## config.mk

```make
export PLATFORM = sky130hd
export DESIGN_NAME = swc_regs
export DESIGN_NICKNAME = d
export VERILOG_FILES = /design/src/inc/swc_pkg.sv /design/src/inc/swc_if.sv /design/src/core/swc_regs.sv /design/src/core/swc_spi_slave.sv
export VERILOG_INCLUDE_DIRS = /design/src /design/src/inc
export SDC_FILE = /design/constraint.sdc
export NUM_CORES = 1
export LEC_CHECK = 0
export BUFFER_PORTS_ARGS = -buffer_cell sky130_fd_sc_hd__clkbuf_2
export CORE_MARGIN = 2
export CORE_UTILIZATION = 40
export DETAILED_ROUTE_END_ITERATION = 6
export HOLD_SLACK_MARGIN = 0.05
export SLEW_MARGIN = 20
export SYNTH_ARGS = -nofsm -noshare
export SYNTH_HDL_FRONTEND = slang
export SYNTH_SLANG_ARGS = --single-unit
```

## constraint.sdc

```tcl
create_clock -name i_mclk -period 4.35 [get_ports i_mclk]
set_clock_uncertainty 0.1 [all_clocks]
set_input_delay 0.435 -clock i_mclk [delete_from_list [all_inputs] [get_ports i_mclk]]
set_output_delay 0.435 -clock i_mclk [all_outputs]
set_load 0.03 [all_outputs]
```

## src/inc/swc_cfg.svh

```systemverilog
// register addresses, reset values, field positions and level codes of the switch-input config bank
`ifndef SWC_CFG_SVH
`define SWC_CFG_SVH
// register addresses (7-bit frame address field)
`define SWC_ADDR_HIGH_Z 7'h03
`define SWC_ADDR_PROG_LEVEL 7'h04
`define SWC_ADDR_GROUND_LEVEL 7'h05
// reset values
`define SWC_TRI_RESET_BIT 1'h1
`define SWC_LVL_RESET 3'h6
// frame layout
`define SWC_FRAME_BITS 6'h20
`define SWC_ADDR_DONE_CNT 6'h07
`define SWC_RESP_START_CNT 6'h08
`define SWC_CNT_MAX 6'h3f
`define SWC_ADDR_MSB 31
`define SWC_ADDR_LSB 25
`define SWC_RW_BIT 24
`define SWC_EARLY_ADDR_MSB 7
`define SWC_EARLY_ADDR_LSB 1
`define SWC_DATA_W 24
`define SWC_FIELD_W 3
`define SWC_DMA_W 8
// wetting current per level code, in units of 0.1 mA
`define SWC_DMA_CODE0 8'h14
`define SWC_DMA_CODE1 8'h3c
`define SWC_DMA_CODE2 8'h50
`define SWC_DMA_CODE3 8'h64
`define SWC_DMA_CODE4 8'h78
`define SWC_DMA_CODE5 8'h8c
`define SWC_DMA_CODE6 8'ha0
`define SWC_DMA_CODE7 8'hc8
`define SWC_DMA_OFF 8'h00
`endif

```

## src/inc/swc_pkg.sv

```systemverilog
// types shared by the switch-input config bank
`default_nettype none
package swc_pkg;
  // which register a frame address selects
  typedef enum logic [1:0] {
    SWC_SEL_NONE,
    SWC_SEL_HIGH_Z,
    SWC_SEL_PROG_LEVEL,
    SWC_SEL_GROUND_LEVEL
  } swc_sel_type;
  // one 3-bit wetting level code
  typedef logic [2:0] swc_level_type;
endpackage : swc_pkg
`default_nettype wire

```

## src/inc/swc_if.sv

```systemverilog
// link between the serial frame engine and the register bank
`timescale 1ns/1ps
`default_nettype none
interface swc_if;
  logic addr_valid; // one-cycle pulse: address of the running frame known
  logic [6:0] addr; // frame address field
  logic [23:0] rdata; // contents of the addressed register
  logic frame_valid; // one-cycle pulse: complete 32-bit frame received
  logic write; // read/write flag of the finished frame, 1 = write
  logic [23:0] wdata; // data field of the finished frame
  modport slave (output addr_valid, output addr, output frame_valid, output write, output wdata, input rdata);
  modport regs (input addr_valid, input addr, input frame_valid, input write, input wdata, output rdata);
endinterface : swc_if
`default_nettype wire

```

## src/core/swc_regs.sv

```systemverilog
// switch-input high-impedance and wetting-current level register bank behind a serial port
// Contract
// - ground tri-state register 0x03, fourteen enables, default one
// - every programmable input and ground inputs 7..0 level configurable, reset selects 16 mA
// - one contiguous 3-bit level field per input
// - level writes accepted anytime in Normal mode
// - programmable level register 0x04, eight fields, 110
// - ground level register 0x05, inputs 7..0, 110
// - tri-stated input high impedance, comparator stays active
// - level codes decode 2,6,8,10,12,14,16,20 mA
`timescale 1ns/1ps
`default_nettype none
`include "swc_cfg.svh"
module swc_regs #(
  parameter int N_PROG = 8, // programmable inputs with a level field
  parameter int N_GLVL = 8, // ground inputs with a level field here
  parameter int N_GROUND = 14 // ground inputs with a tri-state bit
) (
  input wire logic i_mclk,
  input wire logic i_reset,
  input wire logic i_sclk, // serial clock from the host
  input wire logic i_cs_n, // frame select, active low
  input wire logic i_mosi, // serial data from the host
  input wire logic i_normal_mode, // high while the device is in Normal mode
  output logic o_miso, // serial response data
  output logic o_miso_oe, // response pin enable
  output logic [N_GROUND-1:0] o_ground_high_z, // tri-state enables
  output logic [N_GROUND-1:0] o_ground_source_en, // current source allowed
  output logic [N_GROUND-1:0] o_ground_comp_en, // threshold comparator enabled
  output logic [3*N_PROG-1:0] o_prog_level, // raw level codes
  output logic [3*N_GLVL-1:0] o_ground_level, // raw level codes
  output logic [8*N_PROG-1:0] o_prog_current_dma, // decoded currents, 0.1 mA
  output logic [8*N_GLVL-1:0] o_ground_current_dma // decoded, zero when tri-stated
);
  import swc_pkg::*;

  // ==========================================================
  // parameter checks
  // fields must fit the 24-bit data word
  // a bad value stops elaboration rather than silently losing fields
  if (N_PROG < 1 || `SWC_FIELD_W * N_PROG > `SWC_DATA_W) begin : g_bad_prog
    $error("N_PROG out of range");
  end
  // every ground input with a level field also needs its tri-state bit
  if (N_GLVL < 1 || `SWC_FIELD_W * N_GLVL > `SWC_DATA_W || N_GLVL > N_GROUND) begin : g_bad_glvl
    $error("N_GLVL out of range");
  end
  if (N_GROUND < 1 || N_GROUND > `SWC_DATA_W) begin : g_bad_ground
    $error("N_GROUND out of range");
  end

  // ==========================================================
  // frame engine
  swc_if link ();

  swc_spi_slave u_spi (
    .i_mclk(i_mclk),
    .i_reset(i_reset),
    .i_sclk(i_sclk),
    .i_cs_n(i_cs_n),
    .i_mosi(i_mosi),
    .o_miso(o_miso),
    .o_miso_oe(o_miso_oe),
    .bus(link.slave)
  );

  // ==========================================================
  // decode functions
  // address to register select, used for read and write
  function automatic swc_sel_type addr_sel(input logic [6:0] a);
    swc_sel_type s;
    s = SWC_SEL_NONE;
    unique case (a)
      `SWC_ADDR_HIGH_Z: s = SWC_SEL_HIGH_Z;
      `SWC_ADDR_PROG_LEVEL: s = SWC_SEL_PROG_LEVEL;
      `SWC_ADDR_GROUND_LEVEL: s = SWC_SEL_GROUND_LEVEL;
      default: s = SWC_SEL_NONE; // other addresses belong elsewhere
    endcase
    return s;
  endfunction : addr_sel

  // level code to current, in 0.1 mA steps
  function automatic logic [7:0] level_dma(input swc_level_type c);
    logic [7:0] v;
    v = `SWC_DMA_OFF;
    unique case (c)
      3'h0: v = `SWC_DMA_CODE0;
      3'h1: v = `SWC_DMA_CODE1;
      3'h2: v = `SWC_DMA_CODE2;
      3'h3: v = `SWC_DMA_CODE3;
      3'h4: v = `SWC_DMA_CODE4;
      3'h5: v = `SWC_DMA_CODE5;
      3'h6: v = `SWC_DMA_CODE6;
      3'h7: v = `SWC_DMA_CODE7;
    endcase
    return v;
  endfunction : level_dma

  // ==========================================================
  // configuration registers
  logic [N_GROUND-1:0] ground_input_high_impedance; // high-impedance enables
  logic [N_GROUND-1:0] next_ground_input_high_impedance;
  logic [`SWC_FIELD_W*N_PROG-1:0] programmable_input_current_level; // programmable input levels
  logic [`SWC_FIELD_W*N_PROG-1:0] next_programmable_input_current_level;
  logic [`SWC_FIELD_W*N_GLVL-1:0] ground_input_current_level_low; // ground input levels 7..0
  logic [`SWC_FIELD_W*N_GLVL-1:0] next_ground_input_current_level_low;
  swc_sel_type wsel; // register addressed by the finished frame
  logic wr_ok; // a write frame is accepted this cycle

  // write path: complete write frames only, and only in Normal mode
  // a write outside Normal mode is dropped rather than deferred, so a
  // mode change never applies stale settings later
  always_comb begin
    wsel = addr_sel(link.addr);
    wr_ok = link.frame_valid & link.write & i_normal_mode;
    next_ground_input_high_impedance = ground_input_high_impedance;
    next_programmable_input_current_level = programmable_input_current_level;
    next_ground_input_current_level_low = ground_input_current_level_low;
    if (wr_ok) begin
      unique case (wsel)
        SWC_SEL_HIGH_Z: begin
          // unused upper data bits are not stored, so they always read zero
          next_ground_input_high_impedance = link.wdata[N_GROUND-1:0];
        end
        SWC_SEL_PROG_LEVEL: begin
          next_programmable_input_current_level = link.wdata[`SWC_FIELD_W*N_PROG-1:0];
        end
        SWC_SEL_GROUND_LEVEL: begin
          next_ground_input_current_level_low = link.wdata[`SWC_FIELD_W*N_GLVL-1:0];
        end
        SWC_SEL_NONE: begin
          // unmapped here: ignored
        end
      endcase
    end
  end

  // register the configuration; reset loads the power-on defaults
  always_ff @(posedge i_mclk) begin
    if (i_reset) begin
      ground_input_high_impedance <= {N_GROUND{`SWC_TRI_RESET_BIT}};
      programmable_input_current_level <= {N_PROG{`SWC_LVL_RESET}};
      ground_input_current_level_low <= {N_GLVL{`SWC_LVL_RESET}};
    end else begin
      ground_input_high_impedance <= next_ground_input_high_impedance;
      programmable_input_current_level <= next_programmable_input_current_level;
      ground_input_current_level_low <= next_ground_input_current_level_low;
    end
  end

  // ==========================================================
  // read path
  // contents of the addressed register, unused bits read zero
  // the frame engine samples this once per frame, before the frame's own write
  always_comb begin
    link.rdata = '0;
    unique case (addr_sel(link.addr))
      SWC_SEL_HIGH_Z: begin
        link.rdata[N_GROUND-1:0] = ground_input_high_impedance;
      end
      SWC_SEL_PROG_LEVEL: begin
        link.rdata[`SWC_FIELD_W*N_PROG-1:0] = programmable_input_current_level;
      end
      SWC_SEL_GROUND_LEVEL: begin
        link.rdata[`SWC_FIELD_W*N_GLVL-1:0] = ground_input_current_level_low;
      end
      SWC_SEL_NONE: begin
        link.rdata = '0; // unmapped address answers zero
      end
    endcase
  end

  // ==========================================================
  // decoded drive settings
  logic [8*N_PROG-1:0] prog_dma, next_prog_dma; // programmable currents
  logic [8*N_GLVL-1:0] gnd_dma, next_gnd_dma; // ground currents
  logic [N_GROUND-1:0] src_en, next_src_en; // source allowed per input

  // decode every field; a tri-stated input gets no current whatever
  // its level code says, but its comparator is left running
  always_comb begin
    next_prog_dma = '0;
    next_gnd_dma = '0;
    next_src_en = ~ground_input_high_impedance;
    for (int i = 0; i < N_PROG; i++) begin
      next_prog_dma[`SWC_DMA_W*i +: `SWC_DMA_W] =
        level_dma(programmable_input_current_level[`SWC_FIELD_W*i +: `SWC_FIELD_W]);
    end
    for (int j = 0; j < N_GLVL; j++) begin
      if (ground_input_high_impedance[j]) begin
        next_gnd_dma[`SWC_DMA_W*j +: `SWC_DMA_W] = `SWC_DMA_OFF;
      end else begin
        next_gnd_dma[`SWC_DMA_W*j +: `SWC_DMA_W] =
          level_dma(ground_input_current_level_low[`SWC_FIELD_W*j +: `SWC_FIELD_W]);
      end
    end
  end

  // register the decoded settings so the outputs are glitch free;
  // costs one cycle of latency after a write lands
  always_ff @(posedge i_mclk) begin
    if (i_reset) begin
      prog_dma <= {N_PROG{`SWC_DMA_CODE6}};
      gnd_dma <= '0;
      src_en <= '0;
    end else begin
      prog_dma <= next_prog_dma;
      gnd_dma <= next_gnd_dma;
      src_en <= next_src_en;
    end
  end

  // ==========================================================
  // outputs
  assign o_ground_high_z = ground_input_high_impedance;
  assign o_ground_source_en = src_en;
  assign o_ground_comp_en = {N_GROUND{1'b1}};
  assign o_prog_level = programmable_input_current_level;
  assign o_ground_level = ground_input_current_level_low;
  assign o_prog_current_dma = prog_dma;
  assign o_ground_current_dma = gnd_dma;

endmodule : swc_regs
`default_nettype wire

```

## src/core/swc_spi_slave.sv

```systemverilog
// serial frame engine: 32-bit frames in, register contents out on the response line
`timescale 1ns/1ps
`default_nettype none
`include "swc_cfg.svh"
module swc_spi_slave (
  input wire logic i_mclk,
  input wire logic i_reset,
  input wire logic i_sclk,
  input wire logic i_cs_n,
  input wire logic i_mosi,
  output logic o_miso,
  output logic o_miso_oe,
  swc_if.slave bus
);
  import swc_pkg::*;
  // ==========================================================
  // state
  logic sclk_q, next_sclk_q; // last sclk sample, for edge finding
  logic cs_q, next_cs_q; // last select sample
  logic [5:0] cnt, next_cnt; // rising edges seen in this frame
  logic [31:0] shin, next_shin; // receive shifter, msb first
  logic [23:0] shout, next_shout; // response shifter
  logic miso_q, next_miso_q; // response bit on the pin
  logic apulse, next_apulse; // address-known pulse
  logic rise, fall, cs_end;
  // ==========================================================
  // next-state logic; sclk must stay at most mclk/4
  always_comb begin
    rise = i_sclk & ~sclk_q;
    fall = ~i_sclk & sclk_q;
    cs_end = i_cs_n & ~cs_q;
    next_sclk_q = i_sclk;
    next_cs_q = i_cs_n;
    next_cnt = cnt;
    next_shin = shin;
    next_shout = shout;
    next_miso_q = miso_q;
    next_apulse = 1'b0;
    if (i_cs_n) begin
      // deselected: restart the frame count, response line low
      next_cnt = '0;
      next_miso_q = 1'b0;
    end else if (rise) begin
      // sample on sclk rising, mode 0
      next_shin = {shin[30:0], i_mosi};
      if (cnt != `SWC_CNT_MAX) begin
        next_cnt = cnt + 6'h01;
      end
      next_apulse = (cnt == `SWC_ADDR_DONE_CNT);
    end else if (fall && cnt >= `SWC_RESP_START_CNT) begin
      // drive next response bit on sclk falling
      next_miso_q = shout[23];
      next_shout = {shout[22:0], 1'b0};
    end
    if (apulse) begin
      next_shout = bus.rdata;
    end
  end
  // ==========================================================
  // registers
  always_ff @(posedge i_mclk) begin
    if (i_reset) begin
      sclk_q <= 1'b0;
      cs_q <= 1'b1;
      cnt <= '0;
      shin <= '0;
      shout <= '0;
      miso_q <= 1'b0;
      apulse <= 1'b0;
    end else begin
      sclk_q <= next_sclk_q;
      cs_q <= next_cs_q;
      cnt <= next_cnt;
      shin <= next_shin;
      shout <= next_shout;
      miso_q <= next_miso_q;
      apulse <= next_apulse;
    end
  end
  // ==========================================================
  // outputs; frames of any length but 32 are dropped
  assign bus.addr_valid = apulse;
  assign bus.addr = apulse ? shin[`SWC_EARLY_ADDR_MSB:`SWC_EARLY_ADDR_LSB] : shin[`SWC_ADDR_MSB:`SWC_ADDR_LSB];
  assign bus.frame_valid = cs_end & (cnt == `SWC_FRAME_BITS);
  assign bus.write = shin[`SWC_RW_BIT];
  assign bus.wdata = shin[`SWC_DATA_W-1:0];
  assign o_miso = miso_q;
  assign o_miso_oe = ~i_cs_n;
endmodule : swc_spi_slave
`default_nettype wire

```

Word level (Yosys, flattened, before mapping)

Memory sizes are Yosys's and may differ from the RTL's. A register that Yosys moved wholly into a read port is not among the register bits.
Index checks and enable logic that the tools add are counted.

Memories kept: 16
Output and inout port bits: 220
Flip-flop bits (word level): 270
Memory bits (read-only): 768
Logic and storage cells: 89
Bits of input ports: 6

Memory list:

| memory           | depth | width | read ports | clocked after Yosys merged registers in | write ports | line           | source |
|---|---|---|---|---|---|---|---|
| (name not given) | 8     | 6     | 1          | 1                                       | 0           | swc_regs.sv:86 | `unique case (c)` |
| (name not given) | 8     | 6     | 1          | 1                                       | 0           | swc_regs.sv:86 |  |
| (name not given) | 8     | 6     | 1          | 1                                       | 0           | swc_regs.sv:86 |  |
| (name not given) | 8     | 6     | 1          | 1                                       | 0           | swc_regs.sv:86 |  |
| (name not given) | 8     | 6     | 1          | 1                                       | 0           | swc_regs.sv:86 |  |
| (name not given) | 8     | 6     | 1          | 1                                       | 0           | swc_regs.sv:86 |  |
| +10 memories     | --    | --    | --         | --                                      | --          | --             |  |

Bitwise logic cells: 12
Equal/unequal tests: 11
$add $sub $neg: 1
Multiplexer cells: 8
Order comparisons: 1
Reductions and logical operators: 20

Operators with widths:

| operator                                                                            | number |
|---|---|
| 24-bit two-way mux                                                                  | 4 |
| 14-bit one-hot mux with 4 select lines                                              | 1 |
| 10-bit one-hot mux with 2 select lines                                              | 1 |
| 2-bit OR reduction                                                                  | 9 |
| 7-bit by 3-bit equality test with 1-bit output, second input constant               | 2 |
| 14-bit NOT                                                                          | 1 |
| 2-bit AND reduction                                                                 | 6 |
| 7-bit by 2-bit equality test with 1-bit output, second input constant               | 1 |
| 7-bit two-way mux                                                                   | 1 |
| 6-bit by 1-bit adder with 6-bit output, second input constant                       | 1 |
| 1-bit bitwise AND                                                                   | 6 |
| 6-bit by 3-bit equality test with 1-bit output, second input constant               | 1 |
| 6-bit equality test, second input constant                                          | 1 |
| 6-bit by 4-bit greater-or-equal comparator with 1-bit output, second input constant | 1 |
| 6-bit inequality test, second input constant                                        | 1 |
| 2-bit one-hot mux with 3 select lines                                               | 1 |
| 1-bit NOT                                                                           | 5 |
| 2-bit equality test, second input constant                                          | 2 |
| 2-bit by 1-bit inequality test with 1-bit output, second input constant             | 2 |
| 3-bit AND reduction                                                                 | 1 |
| 3-bit OR reduction                                                                  | 1 |
| 2-bit by 1-bit equality test with 1-bit output, second input constant               | 1 |
| 2-bit logical NOT                                                                   | 1 |
| 2-bit nonzero test                                                                  | 1 |
| 1-bit logical AND                                                                   | 1 |

Logic depth before layout (Yosys ltp)

Gate-level depths: netlist (run 1).

Word-level depth: 7
Mapped depth: 9
Mapped depth without buffers: 7

Hierarchy

Synthesis (run 1) repeated with hierarchy kept, for this count alone.

Cells, all modules: 1176
Area total of the unflattened synthesis: 10929.2 µm²

By module, submodules not included:

| module        | area an instance (µm²) | instances | cells an instance | seq. area each (µm²) |
|---|---|---|---|---|
| swc_regs      | 7764.9                 | 1         | 806               | 3443.3 |
| swc_spi_slave | 3164.3                 | 1         | 370               | 1321.3 |

Worst setup path after synthesis (run 1)

No wires, ideal clock.

Path kind: in2reg
Start point: input port i_cs_n
End point: register ground_input_current_level_low[10], in the netlist o_ground_level[10]
Required time: 4131 ps
Setup slack: 2526 ps
Data arrival time: 1605 ps
Buffers on the path: 1
Cell stages on the path: 6
Setup time: 119 ps
Path through: nand4b_1 -> nor4_2 -> or3b_4 -> buf_6 -> nor3_2 -> a21oi_2

Word-level cells in the longest chain between the ends: 5

RTL lines:

| item                           | line                | source |
|---|---|---|
| start, declared                | swc_regs.sv:22      | `input wire logic i_cs_n,` |
| 1-bit bitwise AND              | swc_spi_slave.sv:31 | `cs_end = i_cs_n & ~cs_q;` |
| 1-bit bitwise AND              | swc_spi_slave.sv:84 | `` assign bus.frame_valid = cs_end & (cnt == `SWC_FRAME_BITS); `` |
| 1-bit bitwise AND (2 in a row) | swc_regs.sv:115     | `wr_ok = link.frame_valid & link.write & i_normal_mode;` |
| 2-bit AND reduction (no line)  | --                  |  |
| end signal, assigned           | swc_regs.sv:143     | `` ground_input_current_level_low <= {N_GLVL{`SWC_LVL_RESET}}; `` |
| end signal, assigned           | swc_regs.sv:147     | `ground_input_current_level_low <= next_ground_input_current_level_low;` |
| end, declared                  | swc_regs.sv:105     | `` logic [`SWC_FIELD_W*N_GLVL-1:0] ground_input_current_level_low; `` |

No other way between the ends.
A chain may end at the register's enable or synchronous reset.

Worst setup path after layout (run 1)

Start point: register u_spi.apulse, in the netlist u_spi.bus.addr_valid
End point: register programmable_input_current_level[0], in the netlist o_prog_level[0]

Word-level cells in the longest chain between the ends: 5
Elaborated cells on any way between the ends: 7
Those cells by class: 4 x eq/ne; 2 x mux; 1 x reduce/logical

RTL lines:

| item                                                                                                             | line                | source |
|---|---|---|
| start, declared                                                                                                  | swc_spi_slave.sv:24 | `logic apulse, next_apulse;` |
| start signal, assigned                                                                                           | swc_spi_slave.sv:77 | `apulse <= next_apulse;` |
| 7-bit two-way mux (*)                                                                                            | swc_spi_slave.sv:83 | `` assign bus.addr = apulse ? shin[`SWC_EARLY_ADDR_MSB:`SWC_EARLY_ADDR_LSB] : shin[`SWC_ADDR_MSB:`SWC_ADDR_LSB]; `` |
| 7-bit by 3-bit equality test with 1-bit output or 7-bit by 2-bit equality test with 1-bit output (tied branches) | swc_regs.sv:73      | `unique case (a)` |
| 2-bit one-hot mux with 3 select lines (*)                                                                        | swc_regs.sv:73      |  |
| 2-bit equality test (*)                                                                                          | swc_regs.sv:120     | `unique case (wsel)` |
| 2-bit AND reduction (no line) (*)                                                                                | --                  |  |
| end signal, assigned                                                                                             | swc_regs.sv:142     | `` programmable_input_current_level <= {N_PROG{`SWC_LVL_RESET}}; `` |
| end signal, assigned                                                                                             | swc_regs.sv:146     | `programmable_input_current_level <= next_programmable_input_current_level;` |
| end, declared                                                                                                    | swc_regs.sv:103     | `` logic [`SWC_FIELD_W*N_PROG-1:0] programmable_input_current_level; `` |

Every way passes the cells marked *; elsewhere a longest branch is shown, timed or not.

==> flow_metrics.tcl, run 1 <==
set metrics [dict create \
    layout_common_cells "dfxtp_1 (238), clkbuf_2 (178), a21oi_1 (139), nor2_1 (138), nand2_1 (103)" \
    core_region_area_mm2 0.02533 \
    num-nets-final 1379 \
    synth_edf_count 0 \
    post_cts_buffers 0 \
    synth_flop_cell "dfxtp_1" \
    finalPower_mw 4.575 \
    die_y_um 165.2 \
    period_needed_ps 2733 \
    die_area_mm2 0.02728 \
    layout-drive-gt1-share_pct 20.45 \
    drt_iter0_drc 636 \
    ys_ff_latch 238 \
    fmax_mhz 366.0 \
    finalHoldViolCount 0 \
    grtUsageMet3_pct 2.672 \
    cts-resized-gates 0 \
    crit_buf_inv 2 \
    ys_types 58 \
    dr.pass1.iters 5 \
    rows 58 \
    drc_errors 0 \
    diodes 0 \
    gp_congestion 0.8423 \
    synth_area_leaders "dfxtp_1 (46%), ha_1 (8.9%), a21oi_1 (6.7%)" \
    worstPathMaxFanout 22 \
    critPathCaptureType "flip-flop" \
    wl_per_cell_um 15.35 \
    grt_max_degree 94 \
    dp_hpwl_um 17310 \
    drt-total-wl_um 25330 \
    placed_cell_area_mm2 0.01120 \
    setup_viol 0 \
    synthArstFlopShare_pct 0 \
    power.leakage_nw 5.396 \
    irDropWorstVdd_uv 255.8 \
    powerDensity_mw_per_mm2 377.9 \
    worst_pin_slew_ps 869.7 \
    antenna_found_initial 0 \
    final_common_cell "dfxtp_1" \
    cts.hold.buffers_added 1 \
    clock-sinks 238 \
    rsz0062_at_grt "no" \
    root_buffer "clkbuf_16" \
    cp-start-kind "flip-flop" \
    required_ps 4700 \
    viasPerCell 4.910 \
    numPortBuffers 179 \
    relSlewSlack_pct 41.81 \
    grt_pass1_wl_um 39540 \
    syn_to_final_growth_pct 16.54 \
    ant_nets 0 \
    vias 8101 \
    syn-instance-count 1166 \
    cts_tree "done" \
    status "finished clean" \
    clk_pin_slew_ps 60 \
    track_usage_pct 18.05 \
    grt_pass1_vias 7489 \
    crit_family "simple AND/OR/NAND/NOR gates" \
    hold_path.class "in2reg" \
    cp_data_arrival_time_ps 3090 \
    use_met2_pct 29.53 \
    numCtsBuffers 27 \
    ioPinCount 226 \
    max-cap-violations 0 \
    grt_overflow 0 \
    finalCritPeriodShare_pct 62.82 \
    final_cell_area_mm2 0.01211 \
    crit_path_max_incr_delay_ps 690 \
    path_class "reg2reg" \
    final.setup.tns_ps 0 \
    slew_violations 0 \
    die_x_um 165.2 \
    cp_slowest_cell "dfxtp_1" \
    met1_usage_pct 24.83 \
    ys_seq_area_share_pct 45.86 \
    syn-cell-area_mm2 0.01039 \
    syn_avg_cell_area_um2 8.910 \
    yosysTopAreaCell "dfxtp_1" \
    crit_chain "inv_1, o31ai_2, buf_4, and4bb_2, nand2_1, a21oi_1" \
    yosysWarnings 0 \
    clock_path_buffers 3 \
    grt_busiest_layer "met2" \
    yosysTopAreaCellShare_pct 45.86 \
    cts_max_level 1 \
    worstSkewPairLatency_ps 530 \
    initial_core_util_pct 41.02 \
]
synth_stat cells (3+ instances only):
cell type and instances:
buf_4 55, o21ai_0 7, buf_6 5, or2_2 11, nor3_1 44, o21bai_1 8
clkbuf_1 53, inv_1 57, nor2b_1 13, mux2i_1 17, nor4_1 4, dfxtp_1 238
nor3_2 7, a211oi_1 21, a21oi_2 3, a21o_1 11, o22ai_1 10, ha_1 74
nand2_1 103, nand2b_1 22, buf_1 4, a21oi_1 139, xnor2_1 18, o21ai_1 6
buf_2 13, xor2_1 5, a22oi_1 10, nor3b_1 9, nor2_1 139, a22o_1 13
a32oi_1 11
registers in the layout, summed over array words and instances (netlist names), 6 cells and up:
| register | count |
|---|---|
| o_ground_level | 24 |
| u_spi.shin | 32 |
| u_spi.cnt | 6 |
| o_prog_level | 24 |
| u_spi.shout | 24 |
| o_prog_current_dma | 48 |
| o_ground_current_dma | 48 |
| o_ground_source_en | 14 |
| o_ground_high_z | 14 |
layer usage:
layer / up-vias / wire (um)
met1: 3759 / 11780
met3: 31 / 1630
li1: 4065 / -
met2: 246 / 11520
met5: - / 0
met4: 0 / 399
cell type report:
class                      instances  area (um2)
sequential                       238        4765
tap                              330       412.9
inverter                          57       214.0
clock buffer                      37       773.2
timing repair buffer             190       987.2
multi-input combinational        785        4830
clock inverter                    13       125.1
fill                            2488       13220
final timing paths:
| path | endpoint | cells past startpoint | startpoint | slack [ps] |
|---|---|---|---|---|
| worst max-delay path | o_prog_level[0] | 6 | u_spi.bus.addr_valid | 1620 |
| worst min-delay path | u_spi.sclk_q | 2 | i_sclk | 90 |
| worst max register to register | o_prog_level[0] | 6 | u_spi.bus.addr_valid | 1620 |
| worst min register to register | o_ground_source_en[12] | 1 | o_ground_high_z[12] | 360 |
worst reg2reg max path: stages (launching register included):
cell	delay (ps)
dfxtp_1	690
inv_1	390
o31ai_2	320
buf_4	260
and4bb_2	630
nand2_1	130
a21oi_1	140
power by group:
| group | total, mW | switching (mW) | internal (mW) |
|---|---|---|---|
| Combinational | 0.124 | 0.107 | 0.0166 |
| Sequential | 2.18 | 0.00220 | 2.18 |
| Clock | 2.27 | 0.905 | 1.36 |
per-stage QoR:
stage                     hold slack (ps)  utilization, %  std cells  setup slack [ps]
after CTS                           74.82           47.80       1650              1697
after global placement              337.8           44.21       1599              1824
after detailed placement            345.9           44.21       1599              1701
after floorplan                     325.8               -       1210              2526
after global routing                87.08           47.80       1650              1416
final                               93.53           47.80       1650              1617
kinds of logic (layout without fill, tap and decap cells):
kind of cell,Yosys count,after routing,synth area share (%)
AND/OR/NAND/NOR,377,377,17.68
AO/OA/AOI/OAI,248,248,14.63
flip-flops,238,238,45.86
buffers and inverters,187,297,9.262
adder cells (fa/ha/maj),74,74,8.912
XOR/XNOR,23,23,1.939
multiplexers,17,17,1.638
other,2,46,0.07229
Power figures use the tool's default switching activity.
==> run 2: changes to the inputs <==
- clock period: 4.35 -> 2.3 ns (I/O delays scaled with it)
==> flow_metrics.tcl, run 2 (synthesis results as in run 1) <==
set metrics [dict create \
    status "finished clean" \
    holdCritStartpoint "o_ground_high_z[12]" \
    cp_data_arrival_time_ps 2410 \
    finalCritPeriodShare_pct 90.95 \
    grt_max_degree 72 \
    viasPerCell 4.913 \
    dr.pass1.iters 5 \
    dp_hpwl_um 18000 \
    grt_pass1_vias 7531 \
    layout_common_cells "dfxtp_1 (237), clkbuf_2 (178), a21oi_1 (139), nor2_1 (137), nand2_1 (103)" \
    crit_path_max_incr_delay_ps 550 \
    path_class "reg2reg" \
    placed_cell_area_mm2 0.01137 \
    required_ps 2620 \
    die_y_um 165.2 \
    diodes 0 \
    grt_overflow 0 \
    rsz0062_at_grt "no" \
    powerDensity_mw_per_mm2 704.1 \
    core_region_area_mm2 0.02533 \
    r2r_start "u_spi.shin[4]" \
    hold_path.class "reg2reg" \
    cts_tree "done" \
    setup_viol 0 \
    track_usage_pct 18.53 \
    worstPathMaxFanout 13 \
    layout-drive-gt1-share_pct 21.07 \
    crit_chain "and3b_1, or2_2, a22o_1, a221oi_1, o31ai_1" \
    seq_power_share_pct 47.6 \
    worst_pin_slew_ps 637.8 \
    setup.worst_path.start "u_spi.shin[4]" \
    final.setup.tns_ps 0 \
    initial_core_util_pct 41.02 \
    clock_path_buffers 3 \
    irDropWorstVdd_uv 707.2 \
    root_buffer "clkbuf_16" \
    vias 8220 \
    gp_congestion 0.8382 \
    clk_pin_slew_ps 60 \
    crit_buf_inv 0 \
    die_area_mm2 0.02728 \
    crit_family "simple AND/OR/NAND/NOR gates" \
    finalPower_mw 8.681 \
    final_cell_area_mm2 0.01233 \
    grt_pass1_wl_um 40410 \
    dp_slack_ps 131.0 \
    rows 58 \
    multi_input_area_mm2 0.004841 \
    cp_slowest_cell "dfxtp_1" \
    seq_area_mm2 0.004766 \
    fin_ws_ps 208.2 \
    wl_per_cell_um 15.59 \
    cts_max_level 1 \
    fillers 2462 \
    final_common_cell "dfxtp_1" \
    numPortBuffers 179 \
    antenna_found_initial 0 \
    drc_errors 0 \
    slew_violations 0 \
    pwr-share-comb_pct 2.9 \
    power.internal_mw 6.798 \
    num-nets-final 1404 \
    relSlewSlack_pct 57.43 \
    ioPinCount 226 \
    critPathCaptureType "flip-flop" \
    numCtsBuffers 27 \
    cp-start-kind "flip-flop" \
    sw_frac_of_total_pct 21.68 \
    post_cts_buffers 0 \
    ant_nets 0 \
    p_clk_share_pct 49.6 \
    worstSkewPairLatency_ps 540 \
    period_needed_ps 2092 \
    clock-sinks 238 \
    p_sw_mw 1.882 \
    drt_iter0_drc 542 \
    power.leakage_nw 5.509 \
    drt-total-wl_um 26080 \
    max-cap-violations 0 \
    reg2reg_slack_ps 210 \
    finalHoldViolCount 0 \
    syn_to_final_growth_pct 18.68 \
    fmax_mhz 478.0 \
    die_x_um 165.2 \
]
## run 2: cell count changes in the layout (fill, tap and decap cells not counted), moves of 2 or more
cell	delta
buf_4	+18
clkbuf_1	+7
clkinv_2	-7
dlygate4sd3_1	+5
buf_12	+2
clkbuf_8	-2
## run 2: metal layers
metal  track usage, %  wire [um]  vias up
li1                 -          -     4108
met1            25.80      12220     3824
met2            29.94      11860      243
met3            2.822       1434       45
met4            4.941        559        0
met5                0          0        -
## run 2: timing repair
action / in CTS / in global routing
endpoints found under the setup margin: 0 / 12
hold buffers: 6 / 0
gates resized for setup: 0 / 3
endpoints found under the hold margin: 12 / 0
## run 2: worst register-to-register path, cell delays in order, from the launching register on
cell      delay (ps)
dfxtp_1          550
and3b_1          260
or2_2            450
a22o_1           230
a221oi_1         290
o31ai_1          100
## run 2: stage by stage
stage	utilization (%)	cells	hold WS, ps
after floorplan	-	1210	258.2
after global placement	44.91	1619	340.2
after detailed placement	44.91	1619	349.4
after CTS	48.63	1673	357.3
after global routing	48.68	1673	380.6
final	48.68	1673	365.9
## run 2: cell type report
class	count	area share, %
Timing Repair Buffer	215	9.834
Tap cell	330	3.349
Clock buffer	42	6.261
Multi-Input combinational cell	785	39.26
Inverter	57	1.735
Clock inverter	6	0.9032
Sequential cell	238	38.65
## run 2: power groups by stage
stage / sequential, mW / combinational (mW) / clock [mW]
2_1_floorplan: 4.22 / 0.257 / 0
3_3_place_gp: 4.22 / 0.240 / 0
3_5_place_dp: 4.22 / 0.239 / 0
4_1_cts: 4.13 / 0.247 / 4.39
5_1_grt: 4.13 / 0.267 / 4.57
6_report: 4.13 / 0.248 / 4.30
## run 2: final timing paths
kind | endpoint | cells past startpoint
worst max-delay path | u_spi.shout[9] | 5
worst min-delay path | o_ground_source_en[12] | 1
worst max register to register | u_spi.shout[9] | 5
worst min register to register | o_ground_source_en[12] | 1
==> run 3: changes to the inputs <==
- CTS_BUF_LIST: unset -> sky130_fd_sc_hd__clkbuf_16
- PLACE_DENSITY: unset -> 0.7
==> flow_metrics.tcl, run 3 (synthesis results as in run 1) <==
set metrics [dict create \
    utilization_pct 48.20 \
    max-cap-violations 0 \
    rows 58 \
    layoutNonFillerInstCount 1665 \
    numPortBuffers 179 \
    clock-sinks 238 \
    dr.pass1.iters 6 \
    post_cts_buffers 0 \
    root_buffer "clkbuf_16" \
    finalPower_mw 8.384 \
    min_path_cells 6 \
    hold_path.class "in2reg" \
    reg2reg_depth 7 \
    track_usage_pct 17.56 \
    grt_overflow 0 \
    layout_common_cells "dfxtp_1 (238), clkbuf_2 (178), a21oi_1 (139), nor2_1 (138), nand2_1 (103)" \
    status "finished clean" \
    vias 8241 \
    worstSkewPairLatency_ps 530 \
    grt_max_degree 85 \
    ioPinCount 226 \
    die_y_um 165.2 \
    drt-total-wl_um 25130 \
    die_x_um 165.2 \
    antenna_found_initial 0 \
    fmax_mhz 459.7 \
    grtUsageMet3_pct 3.397 \
    cts_max_level 1 \
    setup_viol 0 \
    dp.cells 1615 \
    period_needed_ps 2175 \
    grt_busiest_layer "met2" \
    cp_data_arrival_time_ps 2470 \
    r2r_start "u_spi.cnt[0]" \
    required_ps 2600 \
    irDropWorstVdd_uv 540.3 \
    final_cell_area_mm2 0.01221 \
    path_class "reg2reg" \
    viasPerCell 4.950 \
    power.leakage_nw 5.472 \
    use_met2_pct 29.89 \
    syn_to_final_growth_pct 17.50 \
    placed_cell_area_mm2 0.01134 \
    wl_per_cell_um 15.10 \
    worst_pin_slew_ps 590.4 \
    whs_ps 327.3 \
    gp_congestion 0.8450 \
    dp_hpwl_um 17520 \
    dp_slack_ps 179.8 \
    setup.worst_path.start "u_spi.cnt[0]" \
    drt_iter0_drc 549 \
    core_region_area_mm2 0.02533 \
    clock_path_buffers 3 \
    fillers 2385 \
    cts-resized-gates 0 \
    grt_pass1_wl_um 38700 \
    critPathCaptureType "flip-flop" \
    powerDensity_mw_per_mm2 686.9 \
    cts.hold.buffers_added 4 \
    numCtsBuffers 27 \
    met1_usage_pct 22.50 \
    clk_pin_slew_ps 60 \
    cts_tree "done" \
    worstPathMaxFanout 22 \
    layout-drive-gt1-share_pct 20.60 \
    cp-start-kind "flip-flop" \
    slew_violations 0 \
    diodes 0 \
    reg2reg_slack_ps 120 \
    relSlewSlack_pct 60.31 \
    finalHoldViolCount 0 \
    holdCritStartpoint "i_normal_mode" \
    drc_errors 0 \
    final_common_cell "dfxtp_1" \
    initial_core_util_pct 41.02 \
    ant_nets 0 \
    die_area_mm2 0.02728 \
    finalCritPeriodShare_pct 94.58 \
    num-nets-final 1398 \
    rsz0062_at_grt "no" \
    grt_pass1_vias 7531 \
    final.setup.tns_ps 0 \
    fin_ws_ps 124.7 \
]
## run 3: changes by cell type in the layout (fill, tap and decap cells not counted), sizes merged
cell and change:
buf -4, dlygate4sd3 -2, bufinv -1, inv +7, clkinv +7, clkbuf -15
## run 3: final cells by class
type / count / area (um2) / share of cell area (%)
flip-flops and latches: 238 / 4765 / 39.03
clock buffers: 27 / 675.6 / 5.535
well taps: 330 / 412.9 / 3.383
inverters: 57 / 214.0 / 1.753
repair buffers: 209 / 1162 / 9.522
clock inverters: 19 / 147.6 / 1.210
multi-input cells: 785 / 4830 / 39.57
## run 3: worst max-delay path: stages (launching register included)
cell      delay (ps)
dfxtp_1          340
inv_1             60
ha_1             130
nand3b_1          80
nor4_2           450
or3b_4           620
nor3_1           200
a21oi_1           60
## run 3: final timing paths
| check | endpoint |
|---|---|
| setup / recovery | o_ground_level[1] |
| setup reg to reg | o_ground_level[1] |
| hold reg to reg | o_ground_source_en[8] |
| hold / removal | o_ground_high_z[0] |
## run 3: layer usage
| metal | vias up | routed length (um) |
|---|---|---|
| li1 | 4102 | - |
| met1 | 3817 | 10830 |
| met2 | 278 | 11970 |
| met3 | 44 | 1848 |
| met4 | 0 | 484 |
| met5 | - | 0 |
## run 3: power by group
part | switching (mW) | total [mW] | internal (mW)
Sequential | 0.00345 | 4.13 | 4.13
Combinational | 0.204 | 0.243 | 0.0393
Clock | 1.66 | 4.01 | 2.35
Total | 1.87 | 8.38 | 6.51
